===== src/rtl/dstk_pkg.sv =====
// package for the dual slope touch key sequencer: register map, fields, tables
// assumes a 32-bit classic wishbone slave, one register per aligned word
`default_nettype none
package dstk_pkg;
  // register indices; byte address is four times the index
  localparam logic [15:0] IDX_CFG_A = 16'ha018;
  localparam logic [15:0] IDX_CFG_B = 16'ha019;
  localparam logic [15:0] IDX_CFG_C = 16'ha01a;
  localparam logic [15:0] IDX_CFG_D = 16'ha01b;
  localparam logic [15:0] IDX_HPC_L = 16'ha01c;
  localparam logic [15:0] IDX_HPC_H = 16'ha01d;
  localparam logic [15:0] IDX_LPC_L = 16'ha01e;
  localparam logic [15:0] IDX_LPC_H = 16'ha01f;
  localparam logic [15:0] IDX_BASE_L = 16'ha028;
  localparam logic [15:0] IDX_BASE_H = 16'ha029;
  localparam logic [15:0] IDX_THR_L = 16'ha02a;
  localparam logic [15:0] IDX_THR_H = 16'ha02b;
  localparam logic [15:0] IDX_DC_BIAS = 16'ha02c;
  localparam logic [7:0] REG_RESET = 8'h00;
  // field positions of config a
  localparam int A_EN = 7;
  localparam int A_SHIELD = 3;
  localparam int A_IEN = 2;
  localparam int A_LPM = 1;
  localparam int A_AUTO = 0;
  // field positions of config c
  localparam int C_SEED = 2;
  localparam int C_THRSEL = 1;
  localparam int C_AUTOLF = 0;
  // field positions of config d / command
  localparam int D_GAPEN = 4;
  localparam int D_PRND = 3;
  localparam int D_NOISE = 2;
  localparam int D_IRQF = 1;
  localparam int D_START = 0;
  // conversion clock divider: last count of each system clock divide code
  localparam logic [2:0] CS_SLOW = 3'h7;
  localparam logic [4:0] DIV_LAST [0:6] = '{5'h01, 5'h03, 5'h05, 5'h07, 5'h09, 5'h0f, 5'h1f};
  // sequence length in conversion clocks per cycle code; code 7 reuses the longest
  localparam logic [15:0] CYC_LEN [0:7] = '{16'h0400, 16'h0800, 16'h1000, 16'h2000,
                                            16'h3000, 16'h4000, 16'h8000, 16'h8000};
  // last sequence index per repeat code: 1, 4, 8, 16 sequences
  localparam logic [3:0] RPT_LAST [0:3] = '{4'h0, 4'h3, 4'h7, 4'hf};
  localparam int SETTLE_UNIT_SH = 2;   // settle unit of 4 clocks
  localparam int GAP_UNIT_SH = 8;      // gap unit of 256 clocks
  localparam int NOISE_UNIT_SH = 3;    // noise unit of 8 clocks
  localparam int AVG_BASE_SH = 5;      // 32-deep average at code 0
  localparam logic [7:0] LFSR_SEED = 8'h5a;
  localparam logic [7:0] LFSR_TAPS = 8'hb8;
  typedef enum logic [4:0] {
    ST_IDLE = 5'h01,
    ST_GAP = 5'h02,
    ST_SETTLE = 5'h04,
    ST_COUNT = 5'h08,
    ST_DONE = 5'h10
  } dstk_state_type;
  // controls toward the analog front end
  typedef struct packed {
    logic analog_on;        // converter circuits powered
    logic comparator_low_power;
    logic integ_zero;       // hold integration capacitor at its start level
    logic charge_up;        // 1 charge phase, 0 discharge phase
    logic transfer;         // one charge transfer this conversion clock
    logic guard_drive;      // shield pin replica of key electrode
    logic [2:0] reference_cap_select;
    logic [7:0] dc_bias;    // current/resistor enables and bias select
  } dstk_afe_type;
endpackage : dstk_pkg
`default_nettype wire


===== src/rtl/dstk_sequencer.sv =====
// dual slope touch key sequencer: wishbone register file, conversion clock,
// phase counting, repeat accumulation, moving average baseline, auto wake.
// assumes comparator input synchronous to clk_i; slow oscillator sampled here.
`default_nettype none
module dstk_sequencer (
  input wire logic clk_i,                   // system clock, 50 MHz
  input wire logic rst_i,                   // synchronous reset, active high
  input wire logic cyc_i,                   // wishbone cycle
  input wire logic stb_i,                   // wishbone strobe
  input wire logic we_i,                    // wishbone write
  input wire logic [17:0] adr_i,            // wishbone byte address
  input wire logic [3:0] sel_i,             // wishbone byte select
  input wire logic [31:0] dat_i,            // wishbone write data
  output logic [31:0] dat_o,                // wishbone read data
  output logic ack_o,                       // wishbone acknowledge
  input wire logic slow_osc_i,              // slow oscillator level
  input wire logic comp_i,                  // comparator: 1 above upper threshold band
  output dstk_pkg::dstk_afe_type afe_o,     // front end controls
  output logic irq_o,                       // conversion interrupt, level
  output logic wake_o                       // auto detect wakeup request, level
);
  // register file
  logic [7:0] cfg_a_ff, cfg_b_ff, cfg_c_ff, dc_bias_ff;
  logic [2:0] cap_sel_ff;
  logic gap_en_ff, prnd_en_ff, noise_flag_ff, irq_flag_ff;
  logic [15:0] hpc_ff, lpc_ff, base_ff, thr_ff;
  logic ack_ff;
  logic [31:0] rdata_ff;
  // sequencer
  dstk_pkg::dstk_state_type state_ff;
  logic [15:0] cnt_ff, acc_h_ff, acc_l_ff;
  logic [3:0] seq_ff;
  logic phase_ff, first_ff, auto_d_ff;
  logic [7:0] run_ff, lfsr_ff;
  logic [4:0] div_ff;
  logic tick_ff, slow_oscillator_s1_ff, slow_oscillator_s2_ff, slow_oscillator_s3_ff, slow_oscillator_half_ff;
  logic irq_o_ff, wake_o_ff;
  dstk_pkg::dstk_afe_type afe_ff;

  // field views
  logic conv_en, auto_mode, busy;
  logic [2:0] clk_sel, cyc_code;
  logic [1:0] repeat_count_field, settle, gap, low_freq_noise_filter, slow;
  logic [15:0] idx;
  logic wr, wr_d, start_req, seq_last, done_evt, auto_hit, noisy, filter_on;
  logic [15:0] settle_len, gap_len, nxt_base, avg_base, thr_eff;
  logic [16:0] avg_diff;
  assign conv_en = cfg_a_ff[dstk_pkg::A_EN];
  assign auto_mode = cfg_a_ff[dstk_pkg::A_AUTO];
  assign clk_sel = cfg_a_ff[6:4];
  assign repeat_count_field = cfg_b_ff[7:6];
  assign settle = cfg_b_ff[5:4];
  assign gap = cfg_b_ff[3:2];
  assign low_freq_noise_filter = cfg_b_ff[1:0];
  assign slow = cfg_c_ff[7:6];
  assign cyc_code = cfg_c_ff[5:3];
  assign busy = (state_ff != dstk_pkg::ST_IDLE);
  assign idx = adr_i[17:2];
  // writes take effect at the edge where the master sees ack
  assign wr = cyc_i & stb_i & we_i & sel_i[0] & ack_ff;
  assign wr_d = wr & (idx == dstk_pkg::IDX_CFG_D);
  assign start_req = wr_d & dat_i[dstk_pkg::D_START] & conv_en & ~auto_mode & ~busy;
  assign settle_len = 16'({settle, 2'b00}) + 16'h0004;
  assign gap_len = {6'h00, gap, 8'h00} + 16'h0100;
  assign seq_last = (seq_ff == dstk_pkg::RPT_LAST[repeat_count_field]);
  assign done_evt = (state_ff == dstk_pkg::ST_DONE);
  assign noisy = (low_freq_noise_filter != 2'b00) && (run_ff >= 8'({low_freq_noise_filter, 3'b000}));
  assign filter_on = (low_freq_noise_filter != 2'b00) && (~auto_mode | cfg_c_ff[dstk_pkg::C_AUTOLF]);
  assign thr_eff = cfg_c_ff[dstk_pkg::C_THRSEL] ? thr_ff + base_ff : thr_ff;
  assign auto_hit = auto_mode & (acc_l_ff > thr_eff);
  // moving average: base += (new - base) / depth, depth 2^(5+slow)
  assign avg_diff = {1'b0, acc_l_ff} - {1'b0, base_ff};
  assign avg_base = base_ff + 16'($signed(avg_diff) >>> (dstk_pkg::AVG_BASE_SH + slow));
  assign nxt_base = (first_ff & cfg_c_ff[dstk_pkg::C_SEED]) ? acc_l_ff : avg_base;

  // wishbone ack and read data; unmapped indices read zero
  always_ff @(posedge clk_i)
  begin
    if (rst_i)
    begin
      ack_ff <= 1'b0;
      rdata_ff <= 32'h0000_0000;
    end
    else
    begin
      ack_ff <= cyc_i & stb_i & ~ack_ff;
      case (idx)
        dstk_pkg::IDX_CFG_A: rdata_ff <= {24'h000000, cfg_a_ff};
        dstk_pkg::IDX_CFG_B: rdata_ff <= {24'h000000, cfg_b_ff};
        dstk_pkg::IDX_CFG_C: rdata_ff <= {24'h000000, cfg_c_ff};
        dstk_pkg::IDX_CFG_D: rdata_ff <= {24'h000000, cap_sel_ff, gap_en_ff, prnd_en_ff,
                                         noise_flag_ff, irq_flag_ff, busy};
        dstk_pkg::IDX_HPC_L: rdata_ff <= {24'h000000, hpc_ff[7:0]};
        dstk_pkg::IDX_HPC_H: rdata_ff <= {24'h000000, hpc_ff[15:8]};
        dstk_pkg::IDX_LPC_L: rdata_ff <= {24'h000000, lpc_ff[7:0]};
        dstk_pkg::IDX_LPC_H: rdata_ff <= {24'h000000, lpc_ff[15:8]};
        dstk_pkg::IDX_BASE_L: rdata_ff <= {24'h000000, base_ff[7:0]};
        dstk_pkg::IDX_BASE_H: rdata_ff <= {24'h000000, base_ff[15:8]};
        dstk_pkg::IDX_THR_L: rdata_ff <= {24'h000000, thr_ff[7:0]};
        dstk_pkg::IDX_THR_H: rdata_ff <= {24'h000000, thr_ff[15:8]};
        dstk_pkg::IDX_DC_BIAS: rdata_ff <= {24'h000000, dc_bias_ff};
        default: rdata_ff <= 32'h0000_0000;
      endcase
    end
  end

  // plain configuration registers
  always_ff @(posedge clk_i)
  begin
    if (rst_i)
    begin
      cfg_a_ff <= dstk_pkg::REG_RESET;
      cfg_b_ff <= dstk_pkg::REG_RESET;
      cfg_c_ff <= dstk_pkg::REG_RESET;
      dc_bias_ff <= dstk_pkg::REG_RESET;
      cap_sel_ff <= 3'h0;
      gap_en_ff <= 1'b0;
      prnd_en_ff <= 1'b0;
      thr_ff <= 16'h0000;
    end
    else if (wr)
    begin
      case (idx)
        dstk_pkg::IDX_CFG_A: cfg_a_ff <= dat_i[7:0];
        dstk_pkg::IDX_CFG_B: cfg_b_ff <= dat_i[7:0];
        dstk_pkg::IDX_CFG_C: cfg_c_ff <= dat_i[7:0];
        dstk_pkg::IDX_CFG_D:
        begin
          cap_sel_ff <= dat_i[7:5];
          gap_en_ff <= dat_i[dstk_pkg::D_GAPEN];
          prnd_en_ff <= dat_i[dstk_pkg::D_PRND];
        end
        dstk_pkg::IDX_THR_L: thr_ff[7:0] <= dat_i[7:0];
        dstk_pkg::IDX_THR_H: thr_ff[15:8] <= dat_i[7:0];
        dstk_pkg::IDX_DC_BIAS: dc_bias_ff <= dat_i[7:0];
        default: cfg_a_ff <= cfg_a_ff;
      endcase
    end
  end

  // sticky flags: hardware set wins over a software write of zero
  always_ff @(posedge clk_i)
  begin
    if (rst_i)
    begin
      irq_flag_ff <= 1'b0;
      noise_flag_ff <= 1'b0;
    end
    else
    begin
      if (done_evt & cfg_a_ff[dstk_pkg::A_IEN] & (~auto_mode | auto_hit))
        irq_flag_ff <= 1'b1;
      else if (wr_d & ~dat_i[dstk_pkg::D_IRQF])
        irq_flag_ff <= 1'b0;
      if (state_ff == dstk_pkg::ST_COUNT && noisy)
        noise_flag_ff <= 1'b1;
      else if (wr_d & ~dat_i[dstk_pkg::D_NOISE])
        noise_flag_ff <= 1'b0;
    end
  end

  // results and baseline; baseline stays software writable between updates
  always_ff @(posedge clk_i)
  begin
    if (rst_i)
    begin
      hpc_ff <= 16'h0000;
      lpc_ff <= 16'h0000;
      base_ff <= 16'h0000;
    end
    else if (done_evt)
    begin
      hpc_ff <= acc_h_ff;
      lpc_ff <= acc_l_ff;
      if (auto_mode)
        base_ff <= nxt_base;
    end
    else if (wr && idx == dstk_pkg::IDX_BASE_L)
      base_ff[7:0] <= dat_i[7:0];
    else if (wr && idx == dstk_pkg::IDX_BASE_H)
      base_ff[15:8] <= dat_i[7:0];
  end

  // slow oscillator synchroniser; second and third stages feed the edge detect
  always_ff @(posedge clk_i)
  begin
    if (rst_i)
    begin
      slow_oscillator_s1_ff <= 1'b0;
      slow_oscillator_s2_ff <= 1'b0;
      slow_oscillator_s3_ff <= 1'b0;
    end
    else
    begin
      slow_oscillator_s1_ff <= slow_osc_i;
      slow_oscillator_s2_ff <= slow_oscillator_s1_ff;
      slow_oscillator_s3_ff <= slow_oscillator_s2_ff;
    end
  end

  // conversion clock as a one-cycle tick; idle while disabled to save power
  always_ff @(posedge clk_i)
  begin
    if (rst_i || !conv_en)
    begin
      div_ff <= 5'h00;
      tick_ff <= 1'b0;
      slow_oscillator_half_ff <= 1'b0;
    end
    else if (clk_sel == dstk_pkg::CS_SLOW)
    begin
      div_ff <= 5'h00;
      if (slow_oscillator_s2_ff & ~slow_oscillator_s3_ff)
        slow_oscillator_half_ff <= ~slow_oscillator_half_ff;
      tick_ff <= slow_oscillator_s2_ff & ~slow_oscillator_s3_ff & slow_oscillator_half_ff;
    end
    else
    begin
      tick_ff <= (div_ff == dstk_pkg::DIV_LAST[clk_sel]);
      div_ff <= (div_ff == dstk_pkg::DIV_LAST[clk_sel]) ? 5'h00 : div_ff + 5'h01;
    end
  end

  // sequencer; gap, settle and count walk on conversion clock ticks only, idle and done move on any clock
  always_ff @(posedge clk_i)
  begin
    if (rst_i || !conv_en)
    begin
      state_ff <= dstk_pkg::ST_IDLE;
      cnt_ff <= 16'h0000;
      seq_ff <= 4'h0;
      acc_h_ff <= 16'h0000;
      acc_l_ff <= 16'h0000;
      phase_ff <= 1'b1;
      run_ff <= 8'h00;
      first_ff <= 1'b0;
      auto_d_ff <= 1'b0;
      lfsr_ff <= dstk_pkg::LFSR_SEED;
    end
    else
    begin
      auto_d_ff <= auto_mode;
      if (auto_mode & ~auto_d_ff)
        first_ff <= 1'b1;
      else if (done_evt)
        first_ff <= 1'b0;
      if (tick_ff)
        lfsr_ff <= {1'b0, lfsr_ff[7:1]} ^ (lfsr_ff[0] ? dstk_pkg::LFSR_TAPS : 8'h00);
      case (state_ff)
        dstk_pkg::ST_IDLE:
        begin
          cnt_ff <= 16'h0000;
          seq_ff <= 4'h0;
          if (start_req || auto_mode)
          begin
            acc_h_ff <= 16'h0000;
            acc_l_ff <= 16'h0000;
            state_ff <= (auto_mode & gap_en_ff) ? dstk_pkg::ST_GAP : dstk_pkg::ST_SETTLE;
          end
        end
        dstk_pkg::ST_GAP:
          if (tick_ff)
          begin
            cnt_ff <= (cnt_ff == gap_len - 16'h0001) ? 16'h0000 : cnt_ff + 16'h0001;
            if (cnt_ff == gap_len - 16'h0001)
              state_ff <= dstk_pkg::ST_SETTLE;
          end
        dstk_pkg::ST_SETTLE:
        begin
          phase_ff <= 1'b1;
          run_ff <= 8'h00;
          if (tick_ff)
          begin
            cnt_ff <= (cnt_ff == settle_len - 16'h0001) ? 16'h0000 : cnt_ff + 16'h0001;
            if (cnt_ff == settle_len - 16'h0001)
              state_ff <= dstk_pkg::ST_COUNT;
          end
        end
        dstk_pkg::ST_COUNT:
          if (tick_ff)
          begin
            // a stalled transfer still uses up a cycle, so the length stays exact
            if (~prnd_en_ff | lfsr_ff[0])
            begin
              if (phase_ff ? comp_i : ~comp_i)
              begin
                phase_ff <= ~phase_ff;
                run_ff <= 8'h00;
              end
              else if (run_ff != 8'hff)
                run_ff <= run_ff + 8'h01;
            end
            if (!(filter_on && noisy))
            begin
              if (phase_ff)
                acc_h_ff <= acc_h_ff + 16'h0001;
              else
                acc_l_ff <= acc_l_ff + 16'h0001;
            end
            cnt_ff <= cnt_ff + 16'h0001;
            if (cnt_ff == dstk_pkg::CYC_LEN[cyc_code] - 16'h0001)
            begin
              cnt_ff <= 16'h0000;
              seq_ff <= seq_ff + 4'h1;
              if (seq_last)
                state_ff <= dstk_pkg::ST_DONE;
              else
                state_ff <= (auto_mode & gap_en_ff) ? dstk_pkg::ST_GAP
                                                    : dstk_pkg::ST_SETTLE;
            end
          end
        dstk_pkg::ST_DONE:
          state_ff <= dstk_pkg::ST_IDLE;
        default:
          state_ff <= dstk_pkg::ST_IDLE;
      endcase
    end
  end

  // registered outputs
  always_ff @(posedge clk_i)
  begin
    if (rst_i)
    begin
      irq_o_ff <= 1'b0;
      wake_o_ff <= 1'b0;
      afe_ff <= '0;
    end
    else
    begin
      irq_o_ff <= irq_flag_ff & cfg_a_ff[dstk_pkg::A_IEN];
      if (done_evt & auto_hit)
        wake_o_ff <= 1'b1;
      else if (~auto_mode | ~conv_en)
        wake_o_ff <= 1'b0;
      afe_ff.analog_on <= conv_en;
      afe_ff.comparator_low_power <= cfg_a_ff[dstk_pkg::A_LPM];
      afe_ff.integ_zero <= (state_ff != dstk_pkg::ST_COUNT);
      afe_ff.charge_up <= phase_ff;
      afe_ff.transfer <= tick_ff & (state_ff == dstk_pkg::ST_COUNT)
                         & (~prnd_en_ff | lfsr_ff[0]);
      afe_ff.guard_drive <= cfg_a_ff[dstk_pkg::A_SHIELD] & conv_en & phase_ff;
      afe_ff.reference_cap_select <= cap_sel_ff;
      afe_ff.dc_bias <= dc_bias_ff;
    end
  end

  assign ack_o = ack_ff;
  assign dat_o = rdata_ff;
  assign irq_o = irq_o_ff;
  assign wake_o = wake_o_ff;
  assign afe_o = afe_ff;
endmodule : dstk_sequencer
`default_nettype wire


===== config.mk =====
export PLATFORM = sky130hd
export DESIGN_NAME = dstk_sequencer
export DESIGN_NICKNAME = d
export VERILOG_FILES = /design/src/rtl/dstk_pkg.sv /design/src/rtl/dstk_sequencer.sv
export SDC_FILE = /design/constraint.sdc
export NUM_CORES = 1
export LEC_CHECK = 0
export ABC_AREA = 1
export BUFFER_PORTS_ARGS = -buffer_cell sky130_fd_sc_hd__buf_2
export CAP_MARGIN = 0
export CORE_ASPECT_RATIO = 1.5
export CORE_MARGIN = 1
export CORE_UTILIZATION = 45
export CTS_CLUSTER_DIAMETER = 200
export CTS_CLUSTER_SIZE = 28
export DETAILED_ROUTE_END_ITERATION = 8
export GPL_ROUTABILITY_DRIVEN = 0
export SLEW_MARGIN = 20
export SYNTH_ARGS = -nofsm -noshare
export SYNTH_HDL_FRONTEND = slang
export SYNTH_SLANG_ARGS = --single-unit

===== constraint.sdc =====
create_clock -name clk_i -period 4.05 [get_ports clk_i]
set_input_delay 0.2025 -clock clk_i [delete_from_list [all_inputs] [get_ports clk_i]]
set_output_delay 0.2025 -clock clk_i [all_outputs]
set_load 0.01 [all_outputs]

* Yosys cells after proc, flatten, opt, wreduce, memory -nomap -nowiden
Memory sizes are Yosys's and may differ from the RTL's.
Index checks and enable logic that the tools add are counted.
** Cells by class
- Order comparisons :: 5
- Multiplexer cells :: 64
- Equality and inequality tests :: 42
- Bitwise logic cells :: 46
- Add/sub/neg operators :: 15
- Shift-type cells :: 1
- Reduce and logical (&&, ||, !) cells :: 37
** Operators with widths (number)
- two-way mux 16 bit :: 19
- equality test 16 bit (second input constant) :: 13
- case mux 8 bit (13 select lines) :: 1
- two-way mux 8 bit :: 8
- case mux 16 bit (2 select lines) :: 2
- case mux 16 bit (4 select lines) :: 1
- two-way mux 5 bit :: 10
- adder 16 x 1 -> 16 bit (second input constant) :: 3
- equality test 16 bit :: 3
- adder 16 bit :: 2
- != test 2 bit (second input constant) :: 14
- bitwise AND 1 bit :: 26
- case mux 5 bit (4 select lines) :: 1
- AND reduction 2 bit :: 9
- nonzero test 2 bit :: 9
- >>> shifter 17 x 4 -> 16 bit :: 1
- subtractor 16 x 16 -> 17 bit :: 1
- > comparator 16 bit :: 1
- two-way mux 4 bit :: 4
- case mux 8 bit (2 select lines) :: 1
- subtractor 16 x 1 -> 16 bit (second input constant) :: 1
- two-way mux 1 bit :: 13
- NOT 1 bit :: 12
- AND reduction 4 bit :: 3
- other kinds (39) :: 52
** Word-level totals
- Memory bits (read-only) :: 168
- Input bits :: 61
- Logic and storage cells :: 255
- Register bits after elaboration :: 241
- Memories kept :: 2
- Output and inout bits :: 52
** Memories
- (name not given) :: depth 8, bits a word 16, read ports 1, clocked after memory_dff 0, wr ports 0, line dstk_sequencer.sv:301 : if (cnt_ff == dstk_pkg::CYC_LEN[cyc_code] - 16'h0001)
- (name not given) :: depth 8, bits a word 5, read ports 1, clocked after memory_dff 0, wr ports 0, line dstk_sequencer.sv:220 : div_ff <= (div_ff == dstk_pkg::DIV_LAST[clk_sel]) ? 5'h00 : div_ff + 5'h01;

* Longest topological paths before layout
Gate-level depths: netlist of run 1.
- Depth in word-level cells :: 12
- Gate-level depth with buffers :: 29
- Depth with buffers taken out :: 29

* Worst setup path before layout of run 1
No wires, ideal clock.
- Kind :: reg2reg
- From :: register base_ff[1]
- To :: register base_ff[8]
- Library setup time :: 122 ps
- Required time :: 3928 ps
- Buffers on the path :: 0
- Setup slack :: 553 ps
- Cell stages (with the launch flop) :: 25
- Clock period less this slack :: 3497 ps
- Arrival :: 3376 ps
- Cell sequence :: dfxtp_1 -> inv_1 -> ha_1 -> nand2_1 -> nand2_1 -> nand2_1 -> nand2_1 -> nand2_1 -> nand2_1 -> or2_2 -> nand3_1 -> nand3_1 -> nand3_1 -> nand2_1 -> ha_1 -> fa_1 -> nand2_1 -> nand2_1 -> nand2_1 -> nand2_1 -> a21boi_0 -> o21ai_0 -> xor2_1 -> o21ai_0 -> a21oi_1
** On the way
- Longest elaborated chain between the ends :: 6
** Ends and longest elaborated chain
- from (decl) :: line dstk_sequencer.sv:26 : logic [15:0] hpc_ff, lpc_ff, base_ff, thr_ff;
- from (signal assigned) :: line dstk_sequencer.sv:176 : base_ff <= nxt_base;
- from (signal assigned) :: line dstk_sequencer.sv:179 : base_ff[7:0] <= dat_i[7:0];
- subtractor 16 x 16 -> 17 bit :: line dstk_sequencer.sv:72 : assign avg_diff = {1'b0, acc_l_ff} - {1'b0, base_ff};
- >>> shifter 17 x 4 -> 16 bit :: line dstk_sequencer.sv:73 : assign avg_base = base_ff + 16'($signed(avg_diff) >>> (dstk_pkg::AVG_BASE_SH + slow));
- adder 16 bit (*) :: line dstk_sequencer.sv:73
- two-way mux 16 bit (*) :: line dstk_sequencer.sv:74 : assign nxt_base = (first_ff & cfg_c_ff[dstk_pkg::C_SEED]) ? acc_l_ff : avg_base;
- two-way mux 16 bit (*) :: line dstk_sequencer.sv:175 : if (auto_mode)
- two-way mux 16 bit (*) :: line dstk_sequencer.sv:171 : else if (done_evt)
Every way passes the cells marked *; elsewhere a longest branch is shown, timed or not. The select of a mux whose other input is x is not followed.
A chain may end at the register's enable or synchronous reset.

* Final worst setup path of run 1
- From :: register base_ff[10]
- To :: register base_ff[14]
Same word-level chain as after synthesis.

==> results.json, run 1 <==
{
  "status": "finished clean",
  "clk_latency_ns": 0.50,
  "grt_busiest_layer": "met2",
  "arrival_ns": 4.23,
  "synth.most_common_cell": "nand2_1",
  "total_leakage_power_uw": 0.006466,
  "crit_top_cell": "nand2_1",
  "worstSetupEndpointType": "register",
  "cts.sinks": 217,
  "rsz0062_at_grt": "false",
  "syn_inst": 2101,
  "rows": 78,
  "initial_core_util": 0.4601,
  "slowest_stage": "fa_1",
  "pin_count": 113,
  "synthFlopType": "dfxtp_1",
  "coreArea_um2": 30450,
  "grt_antenna_before_repair": 0,
  "synth_top_area_cell": "dfxtp_1",
  "clock_skew_ns": 0.03003,
  "met2_usage": 0.5494,
  "synth_edf_count": 0,
  "drc_errors": 0,
  "finalHoldViolCount": 0,
  "path_class": "register to register",
  "critPathMaxStageDelay_ns": 0.39,
  "finalSetupTns_ns": 0,
  "cts_root_buffer": "clkbuf_16",
  "hpwl_um": 36670,
  "cp-start-kind": "register",
  "grt_max_degree": 41,
  "cts_tree": "done",
  "ys_types": 52,
  "ys_top_cells_by_count": "nand2_1 (367), inv_1 (252), nor2_1 (238)",
  "synth_area_um2": 14010,
  "n_antenna_cell": 0,
  "required_ns": 4.49,
  "clockBufferDepth": 3,
  "grt_pass1_vias": 13350,
  "met1_usage": 0.3160,
  "path_clk_slew_ns": 0.13,
  "die_w_um": 146.1,
  "period_share": 0.9355,
  "synth_area_leaders": "dfxtp_1 (31%), nand2_1 (9.8%), a21oi_1 (7.1%)",
  "drt_iter0_markers": 924,
  "yosysSeqAreaShare": 0.3101,
  "power.density_nw_per_um2": 225.8,
  "ys_warn_count": 0,
  "die_h_um": 218.1,
  "ir_drop_uv": 293.0,
  "worst_pin_slew_ns": 0.8035,
  "total_power_uw": 3461,
  "async_flop_share": 0,
  "min_period_ns": 3.789,
  "first_pass_iters": 5,
  "viasPerCell": 5.529,
  "drive_above_1_share": 0.1037,
  "maxCapViolations": 0,
  "final_cell_area_um2": 15330,
  "portBuffers": 59,
  "ant_nets": 0,
  "area_growth_syn_to_layout_pct": 9.422,
  "hold_ws_ns": 0.1237,
  "avgSynthCellArea_um2": 6.669,
  "max_freq_mhz": 263.9,
  "grt_pass1_wl_um": 72900,
  "gr-total-overflow": 0,
  "drt_wl_total_um": 47150,
  "grt_usage": 0.2931,
  "wl_per_cell_um": 18.35,
  "fin_nets": 2305,
  "ctsHtreeMaxLevel": 1,
  "placedInstanceArea_um2": 14900,
  "synth.top_cell.area_share": 0.3101,
  "min_path_type": "input port to register",
  "finalMaxSlewViolations": 0,
  "setup_viol": 0,
  "num_vias": 14200,
  "cts_inserted_buffers": 11,
  "die_area_um2": 31860,
  "crit_fanout": 5,
  "yosys_register_bits": 217,
  "timing.slew.headroom": 0.4637,
  "use_met3": 0.02505
}
## final timing paths
kind                                     from                               end  slack [ns]  depth (start not counted)
max                  base_ff[10]$_SDFFE_PP0P_          base_ff[14]$_SDFFE_PP0P_        0.26                         25
min                                  dat_i[4]            thr_ff[4]$_SDFFE_PP0P_        0.12                          3
max reg2reg          base_ff[10]$_SDFFE_PP0P_          base_ff[14]$_SDFFE_PP0P_        0.26                         25
min reg2reg  slow_oscillator_s1_ff$_SDFF_PP0_  slow_oscillator_s2_ff$_SDFF_PP0_        0.41                          2
## registers in the layout, indices dropped and copies added, names as in the netlist, 16 cells and up
register,cells
thr_ff,16
acc_l_ff,16
acc_h_ff,16
cnt_ff,16
hpc_ff,16
lpc_ff,16
base_ff,16
afe_o,17
## area by class of cell
type,instances,area (um^2)
clock buffers,11,275.3
inverters,269,1012
clock inverters,1,8.758
fillers,3214,15120
flip-flops and latches,217,4353
multi-input cells,1541,8346
well taps,400,500.5
repair buffers,130,835.8
## worst max-delay path, delay by kind of cell, from the launching register on
family / cells / cell delay [ns]
simple gates: 13 / 1.15
flops: 1 / 0.37
buf+inv: 3 / 0.41
compound gates: 6 / 0.92
fa+ha+maj: 3 / 0.88
## stage by stage
| stage | std cells | utilization | worst slack, ns |
|---|---|---|---|
| finish | 2569 | 0.5035 | 0.2611 |
| global route | 2569 | 0.5035 | 0.0006559 |
| CTS | 2567 | 0.4997 | 0.06175 |
| detailed placement | 2552 | 0.4894 | 0.02462 |
| global placement | 2552 | 0.4894 | 0.09932 |
| floorplan | 2124 | - | 0.5528 |
## logic make-up after synthesis
logic type | Yosys count | synth area share
AOI/OAI and AO/OA | 476 | 0.1936
xor gates and xnor gates | 58 | 0.03626
adders and majority gates | 74 | 0.06715
buffers and inverters | 366 | 0.1076
DFF | 217 | 0.3101
other | 1 | 0.0002676
and+or+nand+nor | 909 | 0.2851
## per-layer routing
metal	share of wire	vias to the layer above
li1	-	7108
met1	0.38	6556
met2	0.51	398
met3	0.038	142
met4	0.071	0
met5	0	-
## cell usage in the layout (no fill, tap or decap), drive strengths merged, types with 13 or more instances in the layout
| cell type | synthesis | layout |
|---|---|---|
| conb | 1 | 24 |
| nand3 | 177 | 177 |
| nor2 | 250 | 250 |
| nand2 | 377 | 377 |
| o22ai | 18 | 18 |
| ha | 72 | 72 |
| buf | 55 | 127 |
| nor3 | 40 | 40 |
| o21ai | 156 | 156 |
| nand4 | 34 | 34 |
| a211oi | 50 | 50 |
| a21oi | 199 | 199 |
| a31oi | 13 | 13 |
| dfxtp | 217 | 217 |
| inv | 266 | 267 |
| xor2 | 46 | 46 |
## where the power goes
| group | internal, uW | switching (uW) | leakage, uW |
|---|---|---|---|
| combinational | 23.7 | 83.8 | 0.00457 |
| clock | 500 | 717 | 0.000140 |
| sequential | 2140 | 0.849 | 0.00175 |
## timing repair
item,in CTS,in global routing
gates cloned,0,0
gates resized for setup,1,29
hold endpoints to repair,2,0
pin swaps,0,4
setup endpoints to repair,1,10
hold buffers,3,0
setup buffers,0,2
Note: power is estimated with default switching activity, not from simulation.
==> run 2, diff against run 1 <==
==> constraint.sdc (replaced) <==
create_clock -name clk_i -period 4.05 [get_ports clk_i]
set_input_delay 1.215 -clock clk_i [delete_from_list [all_inputs] [get_ports clk_i]]
set_output_delay 1.215 -clock clk_i [all_outputs]
set_load 0.01 [all_outputs]
==> results.json, run 2 (synthesized netlist as in run 1, its figures left out) <==
{
  "postCtsSetupBuffers": 0,
  "grt_max_degree": 59,
  "slowest_stage": "o21ai_0",
  "critical_path_buf_inv_count": 1,
  "n_antenna_cell": 0,
  "min_from": "slow_oscillator_s1_ff$_SDFF_PP0_",
  "die_h_um": 218.1,
  "finalMaxSlewViolations": 0,
  "total_leakage_power_uw": 0.006581,
  "die_area_um2": 31860,
  "drt_wl_total_um": 46830,
  "hold_ws_ns": 0.4094,
  "crit_fanout": 4,
  "wl_per_cell_um": 18.06,
  "grt_pass1_wl_um": 72560,
  "timing.slew.headroom": 0.5328,
  "finalHoldViolCount": 0,
  "clk_latency_ns": 0.49,
  "cts_inserted_buffers": 11,
  "reg2reg_depth": 17,
  "clock_skew_ns": 0.02702,
  "drc_errors": 0,
  "worst_pin_slew_ns": 0.6991,
  "rrSetupSlack_ns": 0.25,
  "required_ns": 4.41,
  "worstSetupEndpointType": "register",
  "gr-total-overflow": 0,
  "drt_iter0_markers": 876,
  "portBuffers": 59,
  "min_period_ns": 3.799,
  "min_path_type": "register to register",
  "ir_drop_uv": 302.2,
  "path_clk_slew_ns": 0.12,
  "period_share": 0.9381,
  "hpwl_um": 36900,
  "rows": 78,
  "multiInputGateArea_um2": 8295,
  "critPathTopFamily": "compound AO/OA/AOI/OAI gates",
  "status": "finished clean",
  "r2r-end": "irq_flag_ff$_SDFFE_PP0P_",
  "layout_common_cells": "nand2_1 (366), inv_1 (248), nor2_1 (236)",
  "path_class": "register to register",
  "viasPerCell": 5.516,
  "largest_reg_flops": 17,
  "whs_endpoint": "slow_oscillator_s2_ff$_SDFF_PP0_",
  "cp_cell_sequence": "buf_4 -> ha_1 -> nand3_1 -> nand2_1 -> nand2_1 -> a31oi_1 -> nand2_1 -> nand2_1 -> xor2_1 -> o21ai_0 -> ha_1 -> a21oi_1 -> o21ai_0 -> o21ai_0 -> o211ai_1 -> a21oi_1 -> o21ai_0",
  "die_w_um": 146.1,
  "nFillCells": 3159,
  "r2r_start": "base_ff[1]$_SDFFE_PP0P_",
  "cts_root_buffer": "clkbuf_16",
  "setup_viol": 0,
  "clockBufferDepth": 3,
  "max_freq_mhz": 263.2,
  "pin_count": 113,
  "cp-start-kind": "register",
  "maxCapViolations": 0,
  "initial_core_util": 0.4601,
  "finalSetupTns_ns": 0,
  "fin_cells": 2593,
  "cts_tree": "done",
  "arrival_ns": 4.16,
  "fin_nets": 2329,
  "critPathMaxStageDelay_ns": 0.50,
  "ant_nets": 0,
  "power.density_nw_per_um2": 223.5,
  "area_growth_syn_to_layout_pct": 10.26,
  "cts.sinks": 217,
  "grt_antenna_before_repair": 0,
  "grt_pass1_vias": 13560,
  "final_common_cell": "nand2_1",
  "first_pass_iters": 6,
  "num_vias": 14300,
  "drive_above_1_share": 0.1122,
  "whs_path_depth": 2,
  "dpl.cell_count": 2581,
  "rsz0062_at_grt": "false",
  "coreArea_um2": 30450,
  "seq_area_um2": 4348,
  "grt_usage": 0.2929,
  "ctsHtreeMaxLevel": 1
}
## run 2: cell types whose count changed in the layout (fill, tap and decap cells not counted), sizes merged
cell and change:
buf +27, dlygate4sd3 -3
## run 2: where the power goes
| part | switching [uW] | internal, uW | total, uW |
|---|---|---|---|
| combinational | 83.1 | 23.5 | 107 |
| sequential | 0.808 | 2140 | 2140 |
| clock | 710 | 500 | 1210 |
## run 2: stage by stage
step | util | total power [uW] | worst slack [ns] | cell area (um^2)
final | 0.5074 | 3452 | 0.2507 | 15450
after global routing | 0.5074 | 3561 | 0.004520 | 15450
after CTS | 0.5058 | 3487 | 0.07499 | 15400
after detailed placement | 0.4965 | 2290 | 0.1227 | 15120
after global placement | 0.4965 | 2289 | 0.1815 | 15120
after floorplan | - | 2261 | 0.5528 | 14100
## run 2: routing by layer
layer	track usage	wire length, um
met3	0.03424	2197
met5	0	0
met2	0.5242	22850
met1	0.3064	17330
met4	0.2486	4449
## run 2: worst max-delay path by stage
stage / endpoint / cells after the start / from
after floorplan: base_ff[8]$_SDFFE_PP0P_ / 24 / base_ff[1]$_SDFFE_PP0P_
after global placement: base_ff[10]$_SDFFE_PP0P_ / 27 / base_ff[2]$_SDFFE_PP0P_
after detailed placement: base_ff[10]$_SDFFE_PP0P_ / 25 / base_ff[5]$_SDFFE_PP0P_
after CTS: base_ff[10]$_SDFFE_PP0P_ / 25 / base_ff[5]$_SDFFE_PP0P_
after global routing: irq_flag_ff$_SDFFE_PP0P_ / 20 / base_ff[8]$_SDFFE_PP0P_
final: irq_flag_ff$_SDFFE_PP0P_ / 17 / base_ff[1]$_SDFFE_PP0P_
## run 2: repair_timing
action | CTS | global route
resized for setup | 0 | 21
endpoints found under the setup margin | 0 | 8
hold buffers | 0 | 0
## run 2: layout make-up
type / count / area share
Clock buffer: 11 / 0.01782
Clock inverter: 1 / 0.0005669
Inverter: 269 / 0.06552
Multi-Input combinational cell: 1541 / 0.5370
Sequential cell: 217 / 0.2814
Tap cell: 400 / 0.03240
Timing Repair Buffer: 154 / 0.06528
## run 2: worst min-delay path, stage by stage (launching register included)
cell	delay, ns
dfxtp_1	0.31
inv_1	0.04
nor2_1	0.03
==> run 3, diff against run 2 <==
--- a/config.mk
+++ b/config.mk
@@ -12,5 +12,5 @@
 export CORE_MARGIN = 1
 export CORE_UTILIZATION = 45
-export CTS_CLUSTER_DIAMETER = 200
+export CTS_CLUSTER_DIAMETER = 60
 export CTS_CLUSTER_SIZE = 28
 export DETAILED_ROUTE_END_ITERATION = 8
==> constraint.sdc (replaced) <==
create_clock -name clk_i -period 4.05 [get_ports clk_i]
set_input_delay 0.405 -clock clk_i [delete_from_list [all_inputs] [get_ports clk_i]]
set_output_delay 0.405 -clock clk_i [all_outputs]
set_load 0.01 [all_outputs]
==> results.json, run 3 (synthesized netlist as in run 1, its figures left out) <==
{
  "worst_pin_slew_ns": 0.8746,
  "required_ns": 4.50,
  "drt_wl_total_um": 47410,
  "rsz0062_at_grt": "false",
  "cp_cell_sequence": "inv_1 -> ha_1 -> a21oi_1 -> nand2_1 -> nand2_1 -> nand2_1 -> or2_2 -> nand3_1 -> nand3_1 -> nand3_1 -> nand2_1 -> ha_1 -> fa_1 -> nand2_1 -> nand2_1 -> nand2_1 -> nand2_1 -> a21boi_2 -> buf_4 -> buf_4 -> xnor2_1 -> o21ai_0 -> a21oi_1",
  "timing.slew.headroom": 0.4169,
  "largest_reg_flops": 17,
  "grt_usage": 0.2973,
  "max_freq_mhz": 268.8,
  "total_power_uw": 3914,
  "n_antenna_cell": 0,
  "die_area_um2": 31860,
  "multiInputGateArea_um2": 8334,
  "min_period_ns": 3.720,
  "grt_max_degree": 75,
  "grt_antenna_before_repair": 0,
  "drive_above_1_share": 0.1085,
  "status": "finished clean",
  "placedInstanceArea_um2": 14950,
  "cts.sinks": 217,
  "ant_nets": 0,
  "cp-start-kind": "register",
  "grt_pass1_vias": 13600,
  "crit_fanout": 4,
  "area_growth_syn_to_layout_pct": 11.06,
  "cts_root_buffer": "clkbuf_16",
  "cts_tree": "done",
  "post-route-util": 0.5111,
  "initial_core_util": 0.4601,
  "hold_buffers": 0,
  "setup_viol": 0,
  "nFillCells": 3196,
  "seq_area_um2": 4349,
  "path_clk_slew_ns": 0.10,
  "clockBufferDepth": 3,
  "num_vias": 14330,
  "viasPerCell": 5.544,
  "arrival_ns": 4.17,
  "ctsHtreeMaxLevel": 1,
  "first_pass_iters": 7,
  "gr-total-overflow": 0,
  "finalSetupTns_ns": 0,
  "die_w_um": 146.1,
  "final_cell_area_um2": 15560,
  "total_leakage_power_uw": 0.006588,
  "maxCapViolations": 0,
  "wl_per_cell_um": 18.35,
  "path_class": "register to register",
  "clk_latency_ns": 0.52,
  "rows": 78,
  "critPathMaxStageDelay_ns": 0.39,
  "worstSetupEndpointType": "register",
  "finalMaxSlewViolations": 0,
  "hold_ws_ns": 0.09284,
  "crit_top_cell": "nand2_1",
  "layout_common_cells": "nand2_1 (366), inv_1 (251), nor2_1 (236)",
  "pin_count": 113,
  "drc_errors": 0,
  "fin_nets": 2312,
  "power.density_nw_per_um2": 251.5,
  "coreArea_um2": 30450,
  "drt_iter0_markers": 828,
  "die_h_um": 218.1,
  "clock_skew_ns": 0.01883,
  "min_path_type": "input port to register",
  "cts_inserted_buffers": 14,
  "ir_drop_uv": 374.3,
  "final_common_cell": "nand2_1",
  "slowest_stage": "fa_1",
  "finalHoldViolCount": 0,
  "period_share": 0.9185,
  "hpwl_um": 36810,
  "grt_pass1_wl_um": 73370,
  "portBuffers": 59
}
-- run 3: cell types whose count changed in the layout (fill, tap and decap cells not counted), moves of 3 or more --
cell	before	now
buf_4	95	75
ha_1	72	66
clkbuf_16	11	15
ha_4	0	4
o21ai_0	147	143
o21ai_1	7	11
a21oi_1	193	196
a21oi_2	6	3
clkinv_8	0	3
inv_1	248	251
inv_2	18	15
-- run 3: path summary, 6_finish.rpt --
path	from	to	slack, ns	depth (start not counted)
hold / removal	slow_osc_i	slow_oscillator_s1_ff$_SDFF_PP0_	0.09	3
setup reg to reg	base_ff[3]$_SDFFE_PP0P_	base_ff[6]$_SDFFE_PP0P_	0.33	23
hold reg to reg	slow_oscillator_s1_ff$_SDFF_PP0_	slow_oscillator_s2_ff$_SDFF_PP0_	0.41	2
setup / recovery	base_ff[3]$_SDFFE_PP0P_	base_ff[6]$_SDFFE_PP0P_	0.33	23
-- run 3: final cells by class --
| class | instances | share of cell area |
|---|---|---|
| Sequential cell | 217 | 0.2795 |
| Clock buffer | 15 | 0.02412 |
| Timing Repair Buffer | 134 | 0.05516 |
| Multi-Input combinational cell | 1541 | 0.5356 |
| Inverter | 269 | 0.06505 |
| Tap cell | 400 | 0.03216 |
| Clock inverter | 8 | 0.008443 |
-- run 3: timing repair --
item | 4_1_cts | 5_1_grt
endpoints found under the setup margin | 0 | 9
gates resized for setup | 0 | 25
buffers inserted | 0 | 2
-- run 3: worst max-delay path: cells and delay by family (launching register included) --
family                     cells  cell delay [ns]
and+or+nand+nor               12             1.29
adders and majority gates      3             0.95
AOI/OAI and AO/OA              4             0.61
DFF                            1             0.37
buffers and inverters          3             0.33
xor gates and xnor gates       1             0.12
-- run 3: metal layers --
| metal | global-route usage | share of wire | vias up |
|---|---|---|---|
| li1 | - | - | 7129 |
| met1 | 0.3175 | 0.37 | 6594 |
| met2 | 0.5284 | 0.49 | 430 |
| met3 | 0.03069 | 0.045 | 172 |
| met4 | 0.2497 | 0.093 | 0 |
| met5 | 0 | 0 | - |
-- run 3: metrics by stage --
| step | worst slack (ns) | cells |
|---|---|---|
| 2_1_floorplan | 0.5528 | 2124 |
| 3_3_place_gp | 0.1403 | 2559 |
| 3_5_place_dp | 0.06914 | 2559 |
| 4_1_cts | 0.05167 | 2582 |
| 5_1_grt | 0.004115 | 2584 |
| 6_report | 0.3302 | 2584 |
-- run 3: where the power goes --
group          internal (uW)  switching, uW  leakage, uW
clock                    791            882     0.000245
sequential              2130          0.757      0.00175
combinational           22.2           83.7      0.00459
total                   2950            966      0.00659
